<file path="config.mk">
export PLATFORM = sky130hd
export DESIGN_NAME = input_capture_channel
export DESIGN_NICKNAME = d
export VERILOG_FILES = /design/src/rtl/capture_pkg.sv /design/src/rtl/capture_edge_detect.sv /design/src/rtl/input_capture_channel.sv
export VERILOG_INCLUDE_DIRS = /design/src /design/src/rtl
export SDC_FILE = /design/constraint.sdc
export NUM_CORES = 1
export LEC_CHECK = 0
export BUFFER_PORTS_ARGS = -buffer_cell sky130_fd_sc_hd__buf_2
export CORE_ASPECT_RATIO = 0.6
export CORE_MARGIN = 5
export CORE_UTILIZATION = 48
export CTS_CLUSTER_SIZE = 16
export DETAILED_ROUTE_END_ITERATION = 12
export PLACE_DENSITY = 0.76
export SLEW_MARGIN = 20
export SYNTH_ARGS = -nofsm -noshare
export SYNTH_HDL_FRONTEND = slang
export SYNTH_SLANG_ARGS = --single-unit
</file>
<file path="constraint.sdc">
create_clock -name i_ref_clk -period 3.1 [get_ports i_ref_clk]
set_input_delay 0 -clock i_ref_clk [delete_from_list [all_inputs] [get_ports i_ref_clk]]
set_output_delay 0 -clock i_ref_clk [all_outputs]
set_load 0.005 [all_outputs]
</file>
<file path="src/rtl/capture_map.svh">
`ifndef CAPTURE_MAP_SVH
`define CAPTURE_MAP_SVH

// ======================================
// Register offsets
`define OFS_CONTROL    4'h0
`define OFS_BUFFER     4'h4

// ======================================
// Control word field positions
`define BIT_IDLE_STOP  13
`define BIT_TIME_BASE  7
`define POS_THRESHOLD  5
`define BIT_OVERFLOW   4
`define BIT_NOT_EMPTY  3
`define POS_MODE       0

// ======================================
// Reset values and answers
`define CONTROL_RESET  16'h0000
`define RESP_OKAY      2'h0
`define RESP_SLVERR    2'h2

// ======================================
// Prescaler terminal counts
`define DIV4_LAST      4'h3
`define DIV16_LAST     4'hF

`endif

</file>
<file path="src/rtl/capture_pkg.sv">
package capture_pkg;

    typedef enum logic [2:0] {
        MODE_OFF   = 3'h0,
        MODE_EVERY = 3'h1,
        MODE_FALL  = 3'h2,
        MODE_RISE  = 3'h3,
        MODE_DIV4  = 3'h4,
        MODE_DIV16 = 3'h5,
        MODE_RSV6  = 3'h6,
        MODE_RSV7  = 3'h7
    } mode_t;

    typedef struct packed {
        logic       idle_stop_select;
        logic       time_base_select;
        logic [1:0] interrupt_threshold;
        mode_t      capture_mode_select;
    } ctrl_t;

endpackage

</file>
<file path="src/rtl/capture_edge_detect.sv">
`timescale 1ns/1ps
`include "capture_map.svh"

module capture_edge_detect (
    // Clock and reset
    input  wire logic           i_ref_clk,
    input  wire logic           i_resetn,
    // Pin and mode
    input  wire logic           i_pin,
    input  capture_pkg::mode_t  i_mode,
    // Qualified event
    output logic                o_event
);

    logic [2:0] sync_ff;
    logic       level_ff;
    logic [3:0] pre_ff;
    logic [3:0] nxt_pre;
    logic       change;
    logic       rise;
    logic       fall;
    logic       div_mode;
    logic [3:0] pre_last;
    logic       pre_hit;

    // ======================================
    // Synchroniser and edge qualification
    assign change   = (sync_ff[1] == sync_ff[2]) && (sync_ff[2] != level_ff);
    assign rise     = change && sync_ff[2];
    assign fall     = change && !sync_ff[2];

    always_ff @(posedge i_ref_clk or negedge i_resetn) begin
        if (!i_resetn) begin
            sync_ff  <= 3'h0;
            level_ff <= 1'b0;
        end else begin
            sync_ff  <= {sync_ff[1:0], i_pin};
            level_ff <= change ? sync_ff[2] : level_ff;
        end
    end

    // ======================================
    // Rising edge prescaler
    assign div_mode = (i_mode == capture_pkg::MODE_DIV4) || (i_mode == capture_pkg::MODE_DIV16);
    assign pre_last = (i_mode == capture_pkg::MODE_DIV4) ? `DIV4_LAST : `DIV16_LAST;
    assign pre_hit  = rise && (pre_ff == pre_last);
    assign nxt_pre  = !div_mode ? 4'h0 : (pre_hit ? 4'h0 : (rise ? pre_ff + 4'h1 : pre_ff));

    always_ff @(posedge i_ref_clk or negedge i_resetn) begin
        if (!i_resetn) begin
            pre_ff <= 4'h0;
        end else begin
            pre_ff <= nxt_pre;
        end
    end

    // ======================================
    // Event selection
    always_comb begin
        case (i_mode)
            capture_pkg::MODE_FALL:  o_event = fall;
            capture_pkg::MODE_RISE:  o_event = rise;
            capture_pkg::MODE_EVERY: o_event = change;
            capture_pkg::MODE_DIV4:  o_event = pre_hit;
            capture_pkg::MODE_DIV16: o_event = pre_hit;
            default:                 o_event = 1'b0;
        endcase
    end
endmodule

</file>
<file path="src/rtl/input_capture_channel.sv">
`timescale 1ns/1ps
`include "capture_map.svh"

module input_capture_channel #(
    parameter int CHANNEL = 0,
    parameter int DEPTH   = 4,
    parameter int TW      = 16
) (
    // Clock and reset
    input  wire logic          i_ref_clk,
    input  wire logic          i_resetn,
    // AXI4-Lite write address
    input  wire logic          i_awvalid,
    input  wire logic [3:0]    i_awaddr,
    output logic               o_awready,
    // AXI4-Lite write data
    input  wire logic          i_wvalid,
    input  wire logic [31:0]   i_wdata,
    input  wire logic [3:0]    i_wstrb,
    output logic               o_wready,
    // AXI4-Lite write response
    output logic               o_bvalid,
    output logic [1:0]         o_bresp,
    input  wire logic          i_bready,
    // AXI4-Lite read address
    input  wire logic          i_arvalid,
    input  wire logic [3:0]    i_araddr,
    output logic               o_arready,
    // AXI4-Lite read data
    output logic               o_rvalid,
    output logic [31:0]        o_rdata,
    output logic [1:0]         o_rresp,
    input  wire logic          i_rready,
    // Capture side
    input  wire logic          i_capture_pin,
    input  wire logic [TW-1:0] i_time_base_a,
    input  wire logic [TW-1:0] i_time_base_b,
    input  wire logic          i_idle_mode,
    input  wire logic          i_sleep_mode,
    // Requests
    output logic               o_irq,
    output logic               o_wake,
    output logic               o_dma_req
);

    localparam int PW = $clog2(DEPTH);
    localparam int CW = $clog2(DEPTH + 1);
    localparam bit HAS_DMA = (CHANNEL < 2);
    localparam logic [CW-1:0] FULL_CNT = CW'(DEPTH);

    // ======================================
    // Helpers
    function automatic logic [15:0] ctrl_word(capture_pkg::ctrl_t c, logic ovf, logic bne);
        logic [15:0] w;
        w = `CONTROL_RESET;
        w[`BIT_IDLE_STOP] = c.idle_stop_select;
        w[`BIT_TIME_BASE] = c.time_base_select;
        w[`POS_THRESHOLD +: 2] = c.interrupt_threshold;
        w[`BIT_OVERFLOW] = ovf;
        w[`BIT_NOT_EMPTY] = bne;
        w[`POS_MODE +: 3] = c.capture_mode_select;
        return w;
    endfunction

    function automatic logic [PW-1:0] ptr_inc(logic [PW-1:0] p);
        return (p == PW'(DEPTH - 1)) ? '0 : p + PW'(1);
    endfunction

    // ======================================
    // State
    capture_pkg::ctrl_t ctrl_ff;
    capture_pkg::ctrl_t nxt_ctrl;
    logic               ovf_ff;
    logic               nxt_ovf;
    logic [TW-1:0]      fifo_ff [DEPTH];
    logic [PW-1:0]      wptr_ff;
    logic [PW-1:0]      rptr_ff;
    logic [CW-1:0]      cnt_ff;
    logic [CW-1:0]      nxt_cnt;
    logic               irq_ff;
    logic               wake_ff;
    logic               dma_ff;
    logic               aw_hold_ff;
    logic [3:0]         awaddr_ff;
    logic               w_hold_ff;
    logic [31:0]        wdata_ff;
    logic [3:0]         wstrb_ff;
    logic               awready_ff;
    logic               wready_ff;
    logic               bvalid_ff;
    logic [1:0]         bresp_ff;
    logic               arready_ff;
    logic               rvalid_ff;
    logic [31:0]        rdata_ff;
    logic [1:0]         rresp_ff;

    // ======================================
    // Bus decode
    logic          aw_hs;
    logic          w_hs;
    logic          ar_hs;
    logic          do_write;
    logic          wr_ctrl;
    logic          rd_ctrl;
    logic          rd_buf;
    logic          nxt_aw_hold;
    logic          nxt_w_hold;
    logic          nxt_bvalid;
    logic          nxt_rvalid;
    logic [15:0]   cur_word;
    logic [15:0]   merged;
    logic [31:0]   nxt_rdata;

    assign aw_hs       = i_awvalid && awready_ff;
    assign w_hs        = i_wvalid && wready_ff;
    assign ar_hs       = i_arvalid && arready_ff;
    assign do_write    = aw_hold_ff && w_hold_ff && !bvalid_ff;
    assign wr_ctrl     = do_write && (awaddr_ff == `OFS_CONTROL);
    assign rd_ctrl     = ar_hs && (i_araddr == `OFS_CONTROL);
    assign rd_buf      = ar_hs && (i_araddr == `OFS_BUFFER);
    assign nxt_aw_hold = (aw_hold_ff && !do_write) || aw_hs;
    assign nxt_w_hold  = (w_hold_ff && !do_write) || w_hs;
    assign nxt_bvalid  = do_write || (bvalid_ff && !i_bready);
    assign nxt_rvalid  = ar_hs || (rvalid_ff && !i_rready);
    assign cur_word    = ctrl_word(ctrl_ff, ovf_ff, cnt_ff != '0);
    assign merged      = {wstrb_ff[1] ? wdata_ff[15:8] : cur_word[15:8],
                          wstrb_ff[0] ? wdata_ff[7:0] : cur_word[7:0]};

    assign nxt_ctrl = wr_ctrl ? capture_pkg::ctrl_t'{idle_stop_select:    merged[`BIT_IDLE_STOP],
                                  time_base_select:    merged[`BIT_TIME_BASE],
                                  interrupt_threshold: merged[`POS_THRESHOLD +: 2],
                                  capture_mode_select: capture_pkg::mode_t'(merged[2:0])}
                              : ctrl_ff;

    // ======================================
    // Capture path
    logic          ev;
    logic          run;
    logic          cap_ev;
    logic          pop;
    logic          push;
    logic          ovf_set;
    logic [TW-1:0] sel_time;

    capture_edge_detect u_edge (
        .i_ref_clk (i_ref_clk),
        .i_resetn  (i_resetn),
        .i_pin     (i_capture_pin),
        .i_mode    (ctrl_ff.capture_mode_select),
        .o_event   (ev)
    );

    assign run      = !(ctrl_ff.idle_stop_select && i_idle_mode);
    assign cap_ev   = ev && run;
    assign pop      = rd_buf && (cnt_ff != '0);
    assign push     = cap_ev && ((cnt_ff != FULL_CNT) || pop);
    assign ovf_set  = cap_ev && !push;
    assign sel_time = ctrl_ff.time_base_select ? i_time_base_b : i_time_base_a;
    assign nxt_cnt  = cnt_ff + CW'(push) - CW'(pop);
    assign nxt_ovf  = ovf_set ||
                      (ovf_ff && !(wr_ctrl && nxt_ctrl.capture_mode_select == capture_pkg::MODE_OFF));
    assign nxt_rdata = rd_ctrl ? {16'h0000, cur_word} :
                       pop     ? {{(32 - TW){1'b0}}, fifo_ff[rptr_ff]} : 32'h0000_0000;

    // ======================================
    // Registers
    always_ff @(posedge i_ref_clk or negedge i_resetn) begin
        if (!i_resetn) begin
            ctrl_ff <= '0;
            ovf_ff  <= 1'b0;
            wptr_ff <= '0;
            rptr_ff <= '0;
            cnt_ff  <= '0;
        end else begin
            ctrl_ff <= nxt_ctrl;
            ovf_ff  <= nxt_ovf;
            wptr_ff <= push ? ptr_inc(wptr_ff) : wptr_ff;
            rptr_ff <= pop ? ptr_inc(rptr_ff) : rptr_ff;
            cnt_ff  <= nxt_cnt;
        end
    end

    always_ff @(posedge i_ref_clk) begin
        if (push) begin
            fifo_ff[wptr_ff] <= sel_time;
        end
    end

    always_ff @(posedge i_ref_clk or negedge i_resetn) begin
        if (!i_resetn) begin
            irq_ff  <= 1'b0;
            wake_ff <= 1'b0;
            dma_ff  <= 1'b0;
        end else begin
            irq_ff  <= push && (nxt_cnt == CW'(ctrl_ff.interrupt_threshold) + CW'(1));
            wake_ff <= ev && (i_sleep_mode || i_idle_mode);
            dma_ff  <= HAS_DMA && push;
        end
    end

    always_ff @(posedge i_ref_clk or negedge i_resetn) begin
        if (!i_resetn) begin
            aw_hold_ff <= 1'b0;
            w_hold_ff  <= 1'b0;
            awaddr_ff  <= 4'h0;
            wdata_ff   <= 32'h0000_0000;
            wstrb_ff   <= 4'h0;
            awready_ff <= 1'b1;
            wready_ff  <= 1'b1;
            bvalid_ff  <= 1'b0;
            bresp_ff   <= `RESP_OKAY;
        end else begin
            aw_hold_ff <= nxt_aw_hold;
            w_hold_ff  <= nxt_w_hold;
            awaddr_ff  <= aw_hs ? i_awaddr : awaddr_ff;
            wdata_ff   <= w_hs ? i_wdata : wdata_ff;
            wstrb_ff   <= w_hs ? i_wstrb : wstrb_ff;
            awready_ff <= !nxt_aw_hold && !nxt_bvalid;
            wready_ff  <= !nxt_w_hold && !nxt_bvalid;
            bvalid_ff  <= nxt_bvalid;
            bresp_ff   <= do_write ? (wr_ctrl ? `RESP_OKAY : `RESP_SLVERR) : bresp_ff;
        end
    end

    always_ff @(posedge i_ref_clk or negedge i_resetn) begin
        if (!i_resetn) begin
            arready_ff <= 1'b1;
            rvalid_ff  <= 1'b0;
            rdata_ff   <= 32'h0000_0000;
            rresp_ff   <= `RESP_OKAY;
        end else begin
            arready_ff <= !nxt_rvalid;
            rvalid_ff  <= nxt_rvalid;
            rdata_ff   <= ar_hs ? nxt_rdata : rdata_ff;
            rresp_ff   <= ar_hs ? ((rd_ctrl || rd_buf) ? `RESP_OKAY : `RESP_SLVERR) : rresp_ff;
        end
    end

    // ======================================
    // Outputs
    assign o_awready = awready_ff;
    assign o_wready  = wready_ff;
    assign o_bvalid  = bvalid_ff;
    assign o_bresp   = bresp_ff;
    assign o_arready = arready_ff;
    assign o_rvalid  = rvalid_ff;
    assign o_rdata   = rdata_ff;
    assign o_rresp   = rresp_ff;
    assign o_irq     = irq_ff;
    assign o_wake    = wake_ff;
    assign o_dma_req = dma_ff;
endmodule

</file>
== After elaboration in Yosys (flattened, before gate mapping) ==
Memories as Yosys holds them, arrays and structs flattened.
Index checks and enable logic that the tools add are counted.

* Memories: 1
* Output and inout bits: 44
* Input port bits: 86
* Bits in writable memories: 64
* Register bits after elaboration: 89

* $add $sub $neg: 6
* Equal/unequal tests: 14
* Mux-type cells: 16
* Reduce and logical (&&, ||, !) cells: 55

{| class="wikitable"
|+ Memories
! name !! depth !! width !! rd ports !! clocked after Yosys merged registers in !! wr ports !! line !! source
|-
| fifo_ff || 4 || 16 || 1 || 0 || 1 || input_capture_channel.sv:75 || <nowiki>logic [TW-1:0] fifo_ff [DEPTH];</nowiki>
|}

{| class="wikitable"
|+ Operators with widths
! kind !! count
|-
| 2-to-1 mux 16 bit || 3
|-
| logical AND 1 bit || 27
|-
| 2-to-1 mux 4 bit || 4
|-
| zero test 1 bit || 12
|-
| logical OR 1 bit || 9
|-
| zero test 4 bit || 2
|-
| 2-to-1 mux 2 bit || 4
|-
| equality test 3 x 2 -> 1 bit (second input constant) || 2
|-
| equality test 3 bit (second input constant) || 2
|-
| 2-to-1 mux 3 bit || 2
|-
| adder 2 x 1 -> 2 bit (second input constant) || 2
|-
| adder 4 x 1 -> 4 bit (second input constant) || 1
|-
| equality test 2 bit (second input constant) || 2
|-
| equality test 4 x 3 -> 1 bit (second input constant) || 1
|-
| equality test 4 bit || 1
|-
| one-hot mux 1 bit (4 select lines) || 1
|-
| AND reduction 2 bit || 2
|-
| adder 2 x 1 -> 3 bit (second input constant) || 1
|-
| adder 3 x 1 -> 3 bit || 1
|-
| equality test 3 x 1 -> 1 bit (second input constant) || 1
|-
| equality test 3 bit || 1
|-
| zero test 3 bit || 1
|-
| inequality test 3 x 2 -> 1 bit (second input constant) || 1
|-
| inequality test 3 bit (second input constant) || 1
|-
| other kinds (6) || 7
|}

== Depth between registers and ports, before layout ==
Gate-level depths: netlist of run 1.

* Depth after elaboration: 11
* Gate-level depth with buffers: 13
* Mapped depth without buffers: 13

== Hierarchy ==
A second synthesis of run 1 with hierarchy kept.

* Cells, all modules: 342
* Area, all modules: 5388.9 µm²

{| class="wikitable"
|+ Modules (own cells, without submodules)
! module !! cells an instance !! area an instance (µm²) !! times used
|-
| input_capture_channel || 305 || 4997.3 || 1
|-
| capture_edge_detect || 37 || 391.6 || 1
|}

== Worst setup path after synthesis of run 1 ==
No wires, ideal clock.

* Path type: reg-to-reg
* From: reg ctrl_ff[0] in the netlist's numbering
* To: reg irq_ff (netlist: o_irq)
* Data arrival time: 3.236 ns
* Stages on the path, launching flop included: 14
* Period minus slack after synthesis: 3.304 ns
* Slack: -0.204 ns
* Buffers on the path: 1
* Cells stage by stage: dfrtp_1 -> buf_6 -> or3_1 -> a2111o_1 -> a211oi_4 -> inv_1 -> ha_1 -> inv_1 -> ha_1 -> fa_1 -> xnor2_1 -> xnor2_1 -> xnor2_1 -> and4_2

* Cells in the longest elaborated chain, start to end: 11
* Elaborated cells on any way between the ends: 16
* Classes of those cells: 2 x add/sub; 7 x eq/ne; 2 x mux; 5 x reduce/logical

{| class="wikitable"
|+ RTL lines
! what !! line !! source
|-
| from (decl) || input_capture_channel.sv:71 || <nowiki>capture_pkg::ctrl_t ctrl_ff;</nowiki>
|-
| from (signal assigned) || input_capture_channel.sv:175 || <nowiki>ctrl_ff <= nxt_ctrl;</nowiki>
|-
| equality test 3 bit || capture_edge_detect.sv:45, capture_edge_detect.sv:60 ||
|-
| 2-to-1 mux 4 bit (no line) || -- ||
|-
| equality test 4 bit || capture_edge_detect.sv:46 || <nowiki>assign pre_hit = rise && (pre_ff == pre_last);</nowiki>
|-
| logical AND 1 bit || capture_edge_detect.sv:46 ||
|-
| one-hot mux 1 bit (4 select lines) * || capture_edge_detect.sv:60 || <nowiki>case (i_mode)</nowiki>
|-
| logical AND 1 bit * || input_capture_channel.sv:154 || <nowiki>assign cap_ev = ev && run;</nowiki>
|-
| logical AND 1 bit * || input_capture_channel.sv:156 || <nowiki>assign push = cap_ev && ((cnt_ff != FULL_CNT) || pop);</nowiki>
|-
| named net push || input_capture_channel.sv:141 || <nowiki>logic push;</nowiki>
|-
| adder 3 x 1 -> 3 bit * || input_capture_channel.sv:159 || <nowiki>assign nxt_cnt = cnt_ff + CW'(push) - CW'(pop);</nowiki>
|-
| subtractor 3 x 1 -> 3 bit * || input_capture_channel.sv:159 ||
|-
| named net nxt_cnt[2] || input_capture_channel.sv:79 || <nowiki>logic [CW-1:0] nxt_cnt;</nowiki>
|-
| equality test 3 bit * || input_capture_channel.sv:195 || <nowiki>irq_ff <= push && (nxt_cnt == CW'(ctrl_ff.interrupt_threshold) + CW'(1));</nowiki>
|-
| logical AND 1 bit * || input_capture_channel.sv:195 ||
|-
| to (signal assigned) || input_capture_channel.sv:195 ||
|-
| to (decl) || input_capture_channel.sv:80 || <nowiki>logic irq_ff;</nowiki>
|}

Mark *: on every way through the listed nets, which the timed path passes. The rest lies on a longest branch.
A chain may end at the register's enable or synchronous reset.

== Final worst setup path of run 1 ==
Ends and elaborated chain as after synthesis.

==> metrics.md, run 1 <==
| Metric | Value |
|---|---|
| Status | completed |
| Routed length on met3 | roughly 890 um |
| DRT Pass-1 Iters | 4 |
| Most frequent cells in the layout | buf_2, edfxtp_1, dfrtp_1, dlygate4sd3_1, mux2_2 |
| Clk Latency, worst-skew pair | around 400 ps |
| Ranking of synthesized cells by area | edfxtp_1, dfrtp_1, mux2_2 |
| Clock power frac | 0.364 |
| Area growth from synthesis to layout | 32.6% |
| Vias in the first global route | about 3,600 |
| Seq cells post-synth | 128 |
| LEAKAGE | 3.06 nW |
| Worst min path class | input port to register |
| Via count | between 3,000 and 4,000 |
| Worst-path cell chain | or3_1 -> a2111o_1 -> a211oi_4 -> inv_1 -> ha_1 -> inv_1 -> ha_2 -> fa_2 -> xnor2_2 -> xnor2_2 -> xnor2_1 -> and4_2 |
| TNS Setup | 0 ps |
| Max stage delay cell, worst path | a2111o_1 |
| # port buffers | between 80 and 90 |
| Gr usage total | 0.181 |
| Synth top area share | 0.355 |
| EDFF count, synth | 64 |
| Clock sink count | about 130 |
| Power density over the cells | 763 nW/um^2 |
| CP Launch Type | register |
| Psw | 1.45 mW |
| Final hold violations | 0 |
| Htree depth | 4 |
| Asr flop ratio synth | 0.500 |
| Max Slew Vio Count | 0 |
| Final Critical Period | between 3000 and 4000 ps |
| Inserted Diodes | 0 |
| Final period utilization | 0.999 |
| Met2 WL | 5780 um |
| Starting Density | 0.484 |
| Routed WL | ~12,000 um |
| CORE AREA | approximately 11,000 um^2 |
| CTS tree | built |
| Final worst setup slack | between 1.5 and 2 ps |
| Rows | 30 |
| Max-cap viol count | 0 |
| DR top layer | met4 |
| Fin Clk Skew | between 10 and 15 ps |
| Longest Clk Path Bufs | 2 |
| DRT iter0 DRCs | 200 |
| Switch share | 0.265 |
| Global route overflow | 0 |
| Register clock-pin slew on the reported worst setup and hold paths | 50 ps |
| Synth Instances | about 340 |
| CP peak stage delay | ~430 ps |
| Slew @ Worst Pin | between 900 and 1000 ps |
| CP Class | register to register |
| CP Capture Type | register |
| Pin count of the biggest net entering global routing | 65 |
| Data required, critical path | roughly 3400 ps |
| Synth area leader | edfxtp_1 |
| First-pass GRT wire length | around 19,000 um |
| IO Pins | between 100 and 150 |
| Routed vias/inst | 5.08 |
| Crit path DAT | between 3000 and 4000 ps |
| FMAX | between 300 and 400 MHz |
| Synth Flop Type | edfxtp_1 |
| Net count of the finished layout | 598 |
| CTS buffer count | 17 |
| Worst-path fanout max | 2 |
| DR DRC count | 0 |
| Synth cell types | 48 |
| Met1 WL | 4890 um |
| Layout cells sized above 1 | 0.386 |
| WL per Instance | around 18 um |
| Int Pwr | between 4 and 5 mW |
| Warnings, synthesis | 0 |
| Sequential Power Share | 0.431 |
| Worst slew margin | 0.360 |
| Combinational power share | 0.204 |
| Initial antenna violation count | 0 |
| Cell area after synthesis | ~5400 um^2 |
| CTS Root Cell | clkbuf_16 |
| Die area | approximately 14,000 um^2 |
| Register area share after synthesis | 0.651 |
| RSZ-0062 raised after global routing | yes |
| Post-Syn Area per Cell | 15.8 um^2 |
| Routed Antenna Nets | 0 |
| Setup WS pre-CTS | -74.2 ps |
| Detailed Place HPWL | between 7000 and 8000 um |
| Max rail drop VDD | 0.000354 V |
| Most common library cell in the layout ignoring fill and taps | buf_2 |
| Die H | between 90 and 100 um |
| Final setup vio count | 0 |
| Final RePlAce weighted congestion | between 0.8 and 0.9 |
| Die Width | 147 um |
## cell families (layout without fill, tap and decap cells)
family	after synthesis	count (layout)	synth area share
AO/OA/AOI/OAI	37	37	0.0552
XOR/XNOR	6	6	0.00970
adder cells (fa/ha/maj)	11	11	0.0263
buffers and inverters	44	199	0.0446
flip-flops	128	128	0.651
multiplexers	57	57	0.153
other	1	18	0.000692
AND/OR/NAND/NOR	59	59	0.0596
## cell type report
type	instances	area, um^2
clock buffer	24	558
clock inverter	8	61.3
fill	761	4000
inverter	15	56.3
multi-input combinational	188	1730
sequential	128	3530
tap	144	180
timing repair buffer	152	1070
## cell usage after synthesis, types with 2 or more instances
cell / n
dfstp_2: 3
nand2_1: 16
mux2_4: 2
ha_1: 9
nor4b_1: 2
buf_4: 18
nor3_1: 2
xnor2_1: 4
a21oi_1: 8
and2_2: 4
nor2_1: 10
a221o_1: 7
nand2b_1: 2
buf_1: 2
o21ai_0: 5
edfxtp_1: 64
and2_1: 11
nand3b_1: 2
clkbuf_1: 7
mux4_2: 16
a22o_1: 8
dfrtp_1: 61
xor2_1: 2
nand3_1: 2
inv_1: 15
mux2_2: 38
o311ai_0: 2
## sequential cells by signal (all words and copies together) (netlist names), 2 cells and up
signal          count
awaddr_ff           4
cnt_ff              3
ctrl_ff             7
fifo_ff            64
o_rdata            16
rptr_ff             2
u_edge.pre_ff       4
u_edge.sync_ff      3
wdata_ff            7
wptr_ff             2
wstrb_ff            2
## power groups by stage
stage                     Clock [mW]  Combinational [mW]  Sequential [mW]
final                           2.00                1.12             2.36
after global placement             0               0.915             2.37
after floorplan                    0               0.800             2.23
after global routing            2.12                1.23             2.41
after detailed placement           0               0.957             2.39
after CTS                       2.04                1.11             2.36
## critical path, delay by kind of cell (launching register included)
family | cells | cell delay, ps
compound gates | 2 | 650
buf+inv | 2 | 100
simple gates | 2 | 600
xor+xnor | 3 | 510
fa+ha+maj | 3 | 800
flops | 1 | 370
## repair_timing
item / in CTS / in global routing
gates resized for setup: 3 / 1
hold buffers: 54 / 0
setup endpoints to repair: 1 / 1
endpoints found under the hold margin: 148 / 0
setup buffers: 4 / 0
pin swaps: 7 / 3
## final timing paths
kind	from	to	slack, ps	depth (start not counted)
setup / recovery	ctrl_ff[0]	o_irq	2	12
setup reg to reg	ctrl_ff[0]	o_irq	2	12
hold / removal	i_araddr[3]	o_rresp[1]	40	4
hold reg to reg	u_edge.sync_ff[0]	u_edge.sync_ff[1]	350	0
min in group asynchronous	i_resetn	cnt_ff[1]	310	3
max in group asynchronous	i_resetn	o_rdata[5]	2260	3
## through the flow
| step | power, mW | cell area (um^2) | util | hold WS (ps) | instances |
|---|---|---|---|---|---|
| after global placement | 3.28 | 5970 | 0.534 | 107 | 569 |
| after CTS | 5.50 | 7180 | 0.642 | 29.4 | 659 |
| after detailed placement | 3.34 | 5970 | 0.534 | 111 | 569 |
| after global routing | 5.75 | 7190 | 0.642 | 64.8 | 659 |
| final | 5.48 | 7190 | 0.642 | 37.3 | 659 |
| after floorplan | 3.03 | 5480 | - | -296 | 360 |
## per-layer routing
layer	vias to the layer above	global-route usage
met5	-	0
met4	0	0.0729
met1	1651	0.229
met2	123	0.299
met3	11	0.0474
li1	1566	-
Note: power is estimated with default switching activity, not from simulation.
==> run 2: changes to the inputs <==
Settings changed: CORE_UTILIZATION 48 to 50, CTS_BUF_LIST set to sky130_fd_sc_hd__clkbuf_4, PLACE_DENSITY 0.76 to 0.78.
==> run 2 against run 1 <==
  * The run now ends with setup timing left
  * Routed wire length is 2.0% lower
  * Die area down 3.6%
  * Global-route usage up 0.44 points
  * Maximum frequency decreased by 0.58%
  * Clock-buffer cell count down 5
  * Power down 15%
  * Clock power is 43% lower
  * Flip-flop and latch count stayed put
  * Critical path type unchanged
  * Largest cell class unchanged
==> metrics.md, run 2 (synthesized netlist as in run 1, its figures left out) <==
| Metric | Value |
|---|---|
| Routed Antenna Nets | 0 |
| Largest register FFs | 64 |
| Area growth from synthesis to layout | 28.3% |
| DRT Pass-1 Iters | 5 |
| Sequential Power Share | 0.505 |
| Rows | 29 |
| First-pass GRT wire length | between 15,000 and 20,000 um |
| RSZ-0062 raised after global routing | yes |
| Worst-path cell chain | or3_1 -> a2111o_1 -> a211oi_4 -> inv_1 -> ha_1 -> inv_1 -> ha_2 -> fa_2 -> xnor2_2 -> xnor2_2 -> xnor2_1 -> and4_2 |
| Clock sink count | roughly 130 |
| Htree depth | 4 |
| Final worst setup slack | -16.1 ps |
| WL per Instance | between 15 and 20 um |
| CTS Root Cell | clkbuf_4 |
| Fin Clk Skew | between 20 and 30 ps |
| Min-Delay Path Depth | 2 |
| Most common library cell in the layout ignoring fill and taps | buf_2 |
| Routed WL | approximately 11,000 um |
| CP Capture Type | register |
| Failing checks | setup timing |
| CP Class | register to register |
| Worst-path fanout max | 2 |
| Largest Register | fifo_ff |
| Inserted Diodes | 0 |
| Final Critical Period | 3120 ps |
| R2R cell count | 12 |
| Combinational power share | 0.250 |
| Starting Density | 0.511 |
| Final period utilization | 1.01 |
| Clock power frac | 0.244 |
| Final RePlAce weighted congestion | just over 0.8 |
| Most frequent cells in the layout | buf_2, edfxtp_1, dlygate4sd3_1, dfrtp_1, mux2_2 |
| Global route overflow | 0 |
| Final hold violations | 0 |
| Max Slew Vio Count | 0 |
| Die Width | about 140 um |
| Worst slew margin | 0.437 |
| Power density over the cells | between 600 and 700 nW/um^2 |
| Clk Latency, worst-skew pair | approximately 510 ps |
| Final std cells w/o fill | around 670 |
| FMAX | between 300 and 400 MHz |
| Data required, critical path | approximately 3500 ps |
| Initial antenna violation count | 0 |
| Crit path DAT | roughly 3600 ps |
| Slew @ Worst Pin | 845 ps |
| DR DRC count | 0 |
| Longest Clk Path Bufs | 2 |
| LEAKAGE | ~2.9 nW |
| Setup WS pre-CTS | -46.5 ps |
| Status | finished, violations left |
| Net count of the finished layout | ~610 |
| Via count | about 3,500 |
| Die area | 13,100 um^2 |
| Layout cells sized above 1 | 0.376 |
| Die H | about 90 um |
| Final setup vio count | 1 |
| Worst min path class | input port to register |
| # port buffers | 84 |
| CTS buffer count | 17 |
| Routed vias/inst | about 5.2 |
| Max stage delay cell, worst path | a2111o_1 |
| IO Pins | 130 |
| Vias in the first global route | 3,592 |
| Gr usage total | 0.185 |
| Max-cap viol count | 0 |
| Psw | approximately 1.3 mW |
| Cell count after placement | between 500 and 600 |
| Fillcell total | roughly 740 |
| Hold_ws | ~160 ps |
| Switch share | 0.279 |
| DRT iter0 DRCs | ~210 |
| Int Pwr | ~3.4 mW |
| Detailed Place HPWL | 7470 um |
| Pin count of the biggest net entering global routing | 47 |
| CORE AREA | 10,600 um^2 |
| CTS tree | built |
| Max rail drop VDD | approximately 0.00032 V |
| CP Launch Type | register |
| CP peak stage delay | ~430 ps |
| Register clock-pin slew on the reported worst setup and hold paths | about 100 ps |
run 2: critical path, delay by kind of cell, from the launching register on:
family | cells | cell delay, ps
XOR/XNOR | 3 | 480
AO/OA/AOI/OAI | 2 | 700
flip-flops | 1 | 390
adder cells (fa/ha/maj) | 3 | 800
AND/OR/NAND/NOR | 2 | 590
buffers and inverters | 2 | 120
run 2: path summary, 6_finish.rpt:
path                            slack (ps)           endpoint               from
max in group asynchronous             1380         o_rdata[9]           i_resetn
worst max-delay path                   -20              o_irq   u_edge.pre_ff[3]
worst min-delay path                   160  u_edge.sync_ff[0]      i_capture_pin
worst min register to register         380  u_edge.sync_ff[1]  u_edge.sync_ff[0]
min in group asynchronous              550          o_arready           i_resetn
worst max register to register         -20              o_irq   u_edge.pre_ff[3]
run 2: repair_timing:
item / in CTS / in global routing
setup endpoints to repair: 1 / 1
buffers inserted: 2 / 3
pin swaps: 4 / 6
hold buffers: 64 / 0
endpoints found under the hold margin: 151 / 0
resized for setup: 1 / 2
run 2: through the flow:
| stage | setup TNS, ps | power [mW] | cell area (um^2) | util |
|---|---|---|---|---|
| after floorplan | -166 | 3.03 | 5480 | - |
| after global placement | 0 | 3.29 | 5970 | 0.563 |
| after detailed placement | -46.5 | 3.35 | 5970 | 0.563 |
| after CTS | 0 | 4.62 | 6920 | 0.653 |
| after global routing | -152 | 4.93 | 6950 | 0.656 |
| final | -16.1 | 4.66 | 6950 | 0.656 |
run 2: power by group through the flow:
stage	sequential, mW	clock [mW]	combinational [mW]
CTS	2.34	1.17	1.11
finish	2.35	1.14	1.17
global route	2.39	1.26	1.28
global placement	2.36	0	0.934
floorplan	2.23	0	0.800
detailed placement	2.38	0	0.971
run 2: layout make-up:
| type | count | area [um^2] | share of cell area |
|---|---|---|---|
| timing repair buffer | 163 | 1170 | 0.169 |
| sequential | 128 | 3530 | 0.507 |
| multi-input combinational | 188 | 1730 | 0.249 |
| inverter | 15 | 56.3 | 0.00810 |
| tap | 139 | 174 | 0.0250 |
| clock buffer | 19 | 143 | 0.0205 |
| clock inverter | 13 | 146 | 0.0211 |
run 2: metal layers:
layer | global-route usage | vias to the layer above | wire [um] | share of wire
li1 | - | 1594 | - | -
met1 | 0.241 | 1747 | 4720 | 0.41
met2 | 0.302 | 107 | 5830 | 0.51
met3 | 0.0497 | 17 | 782 | 0.068
met4 | 0.0598 | 0 | 134 | 0.012
met5 | 0 | - | 0 | 0
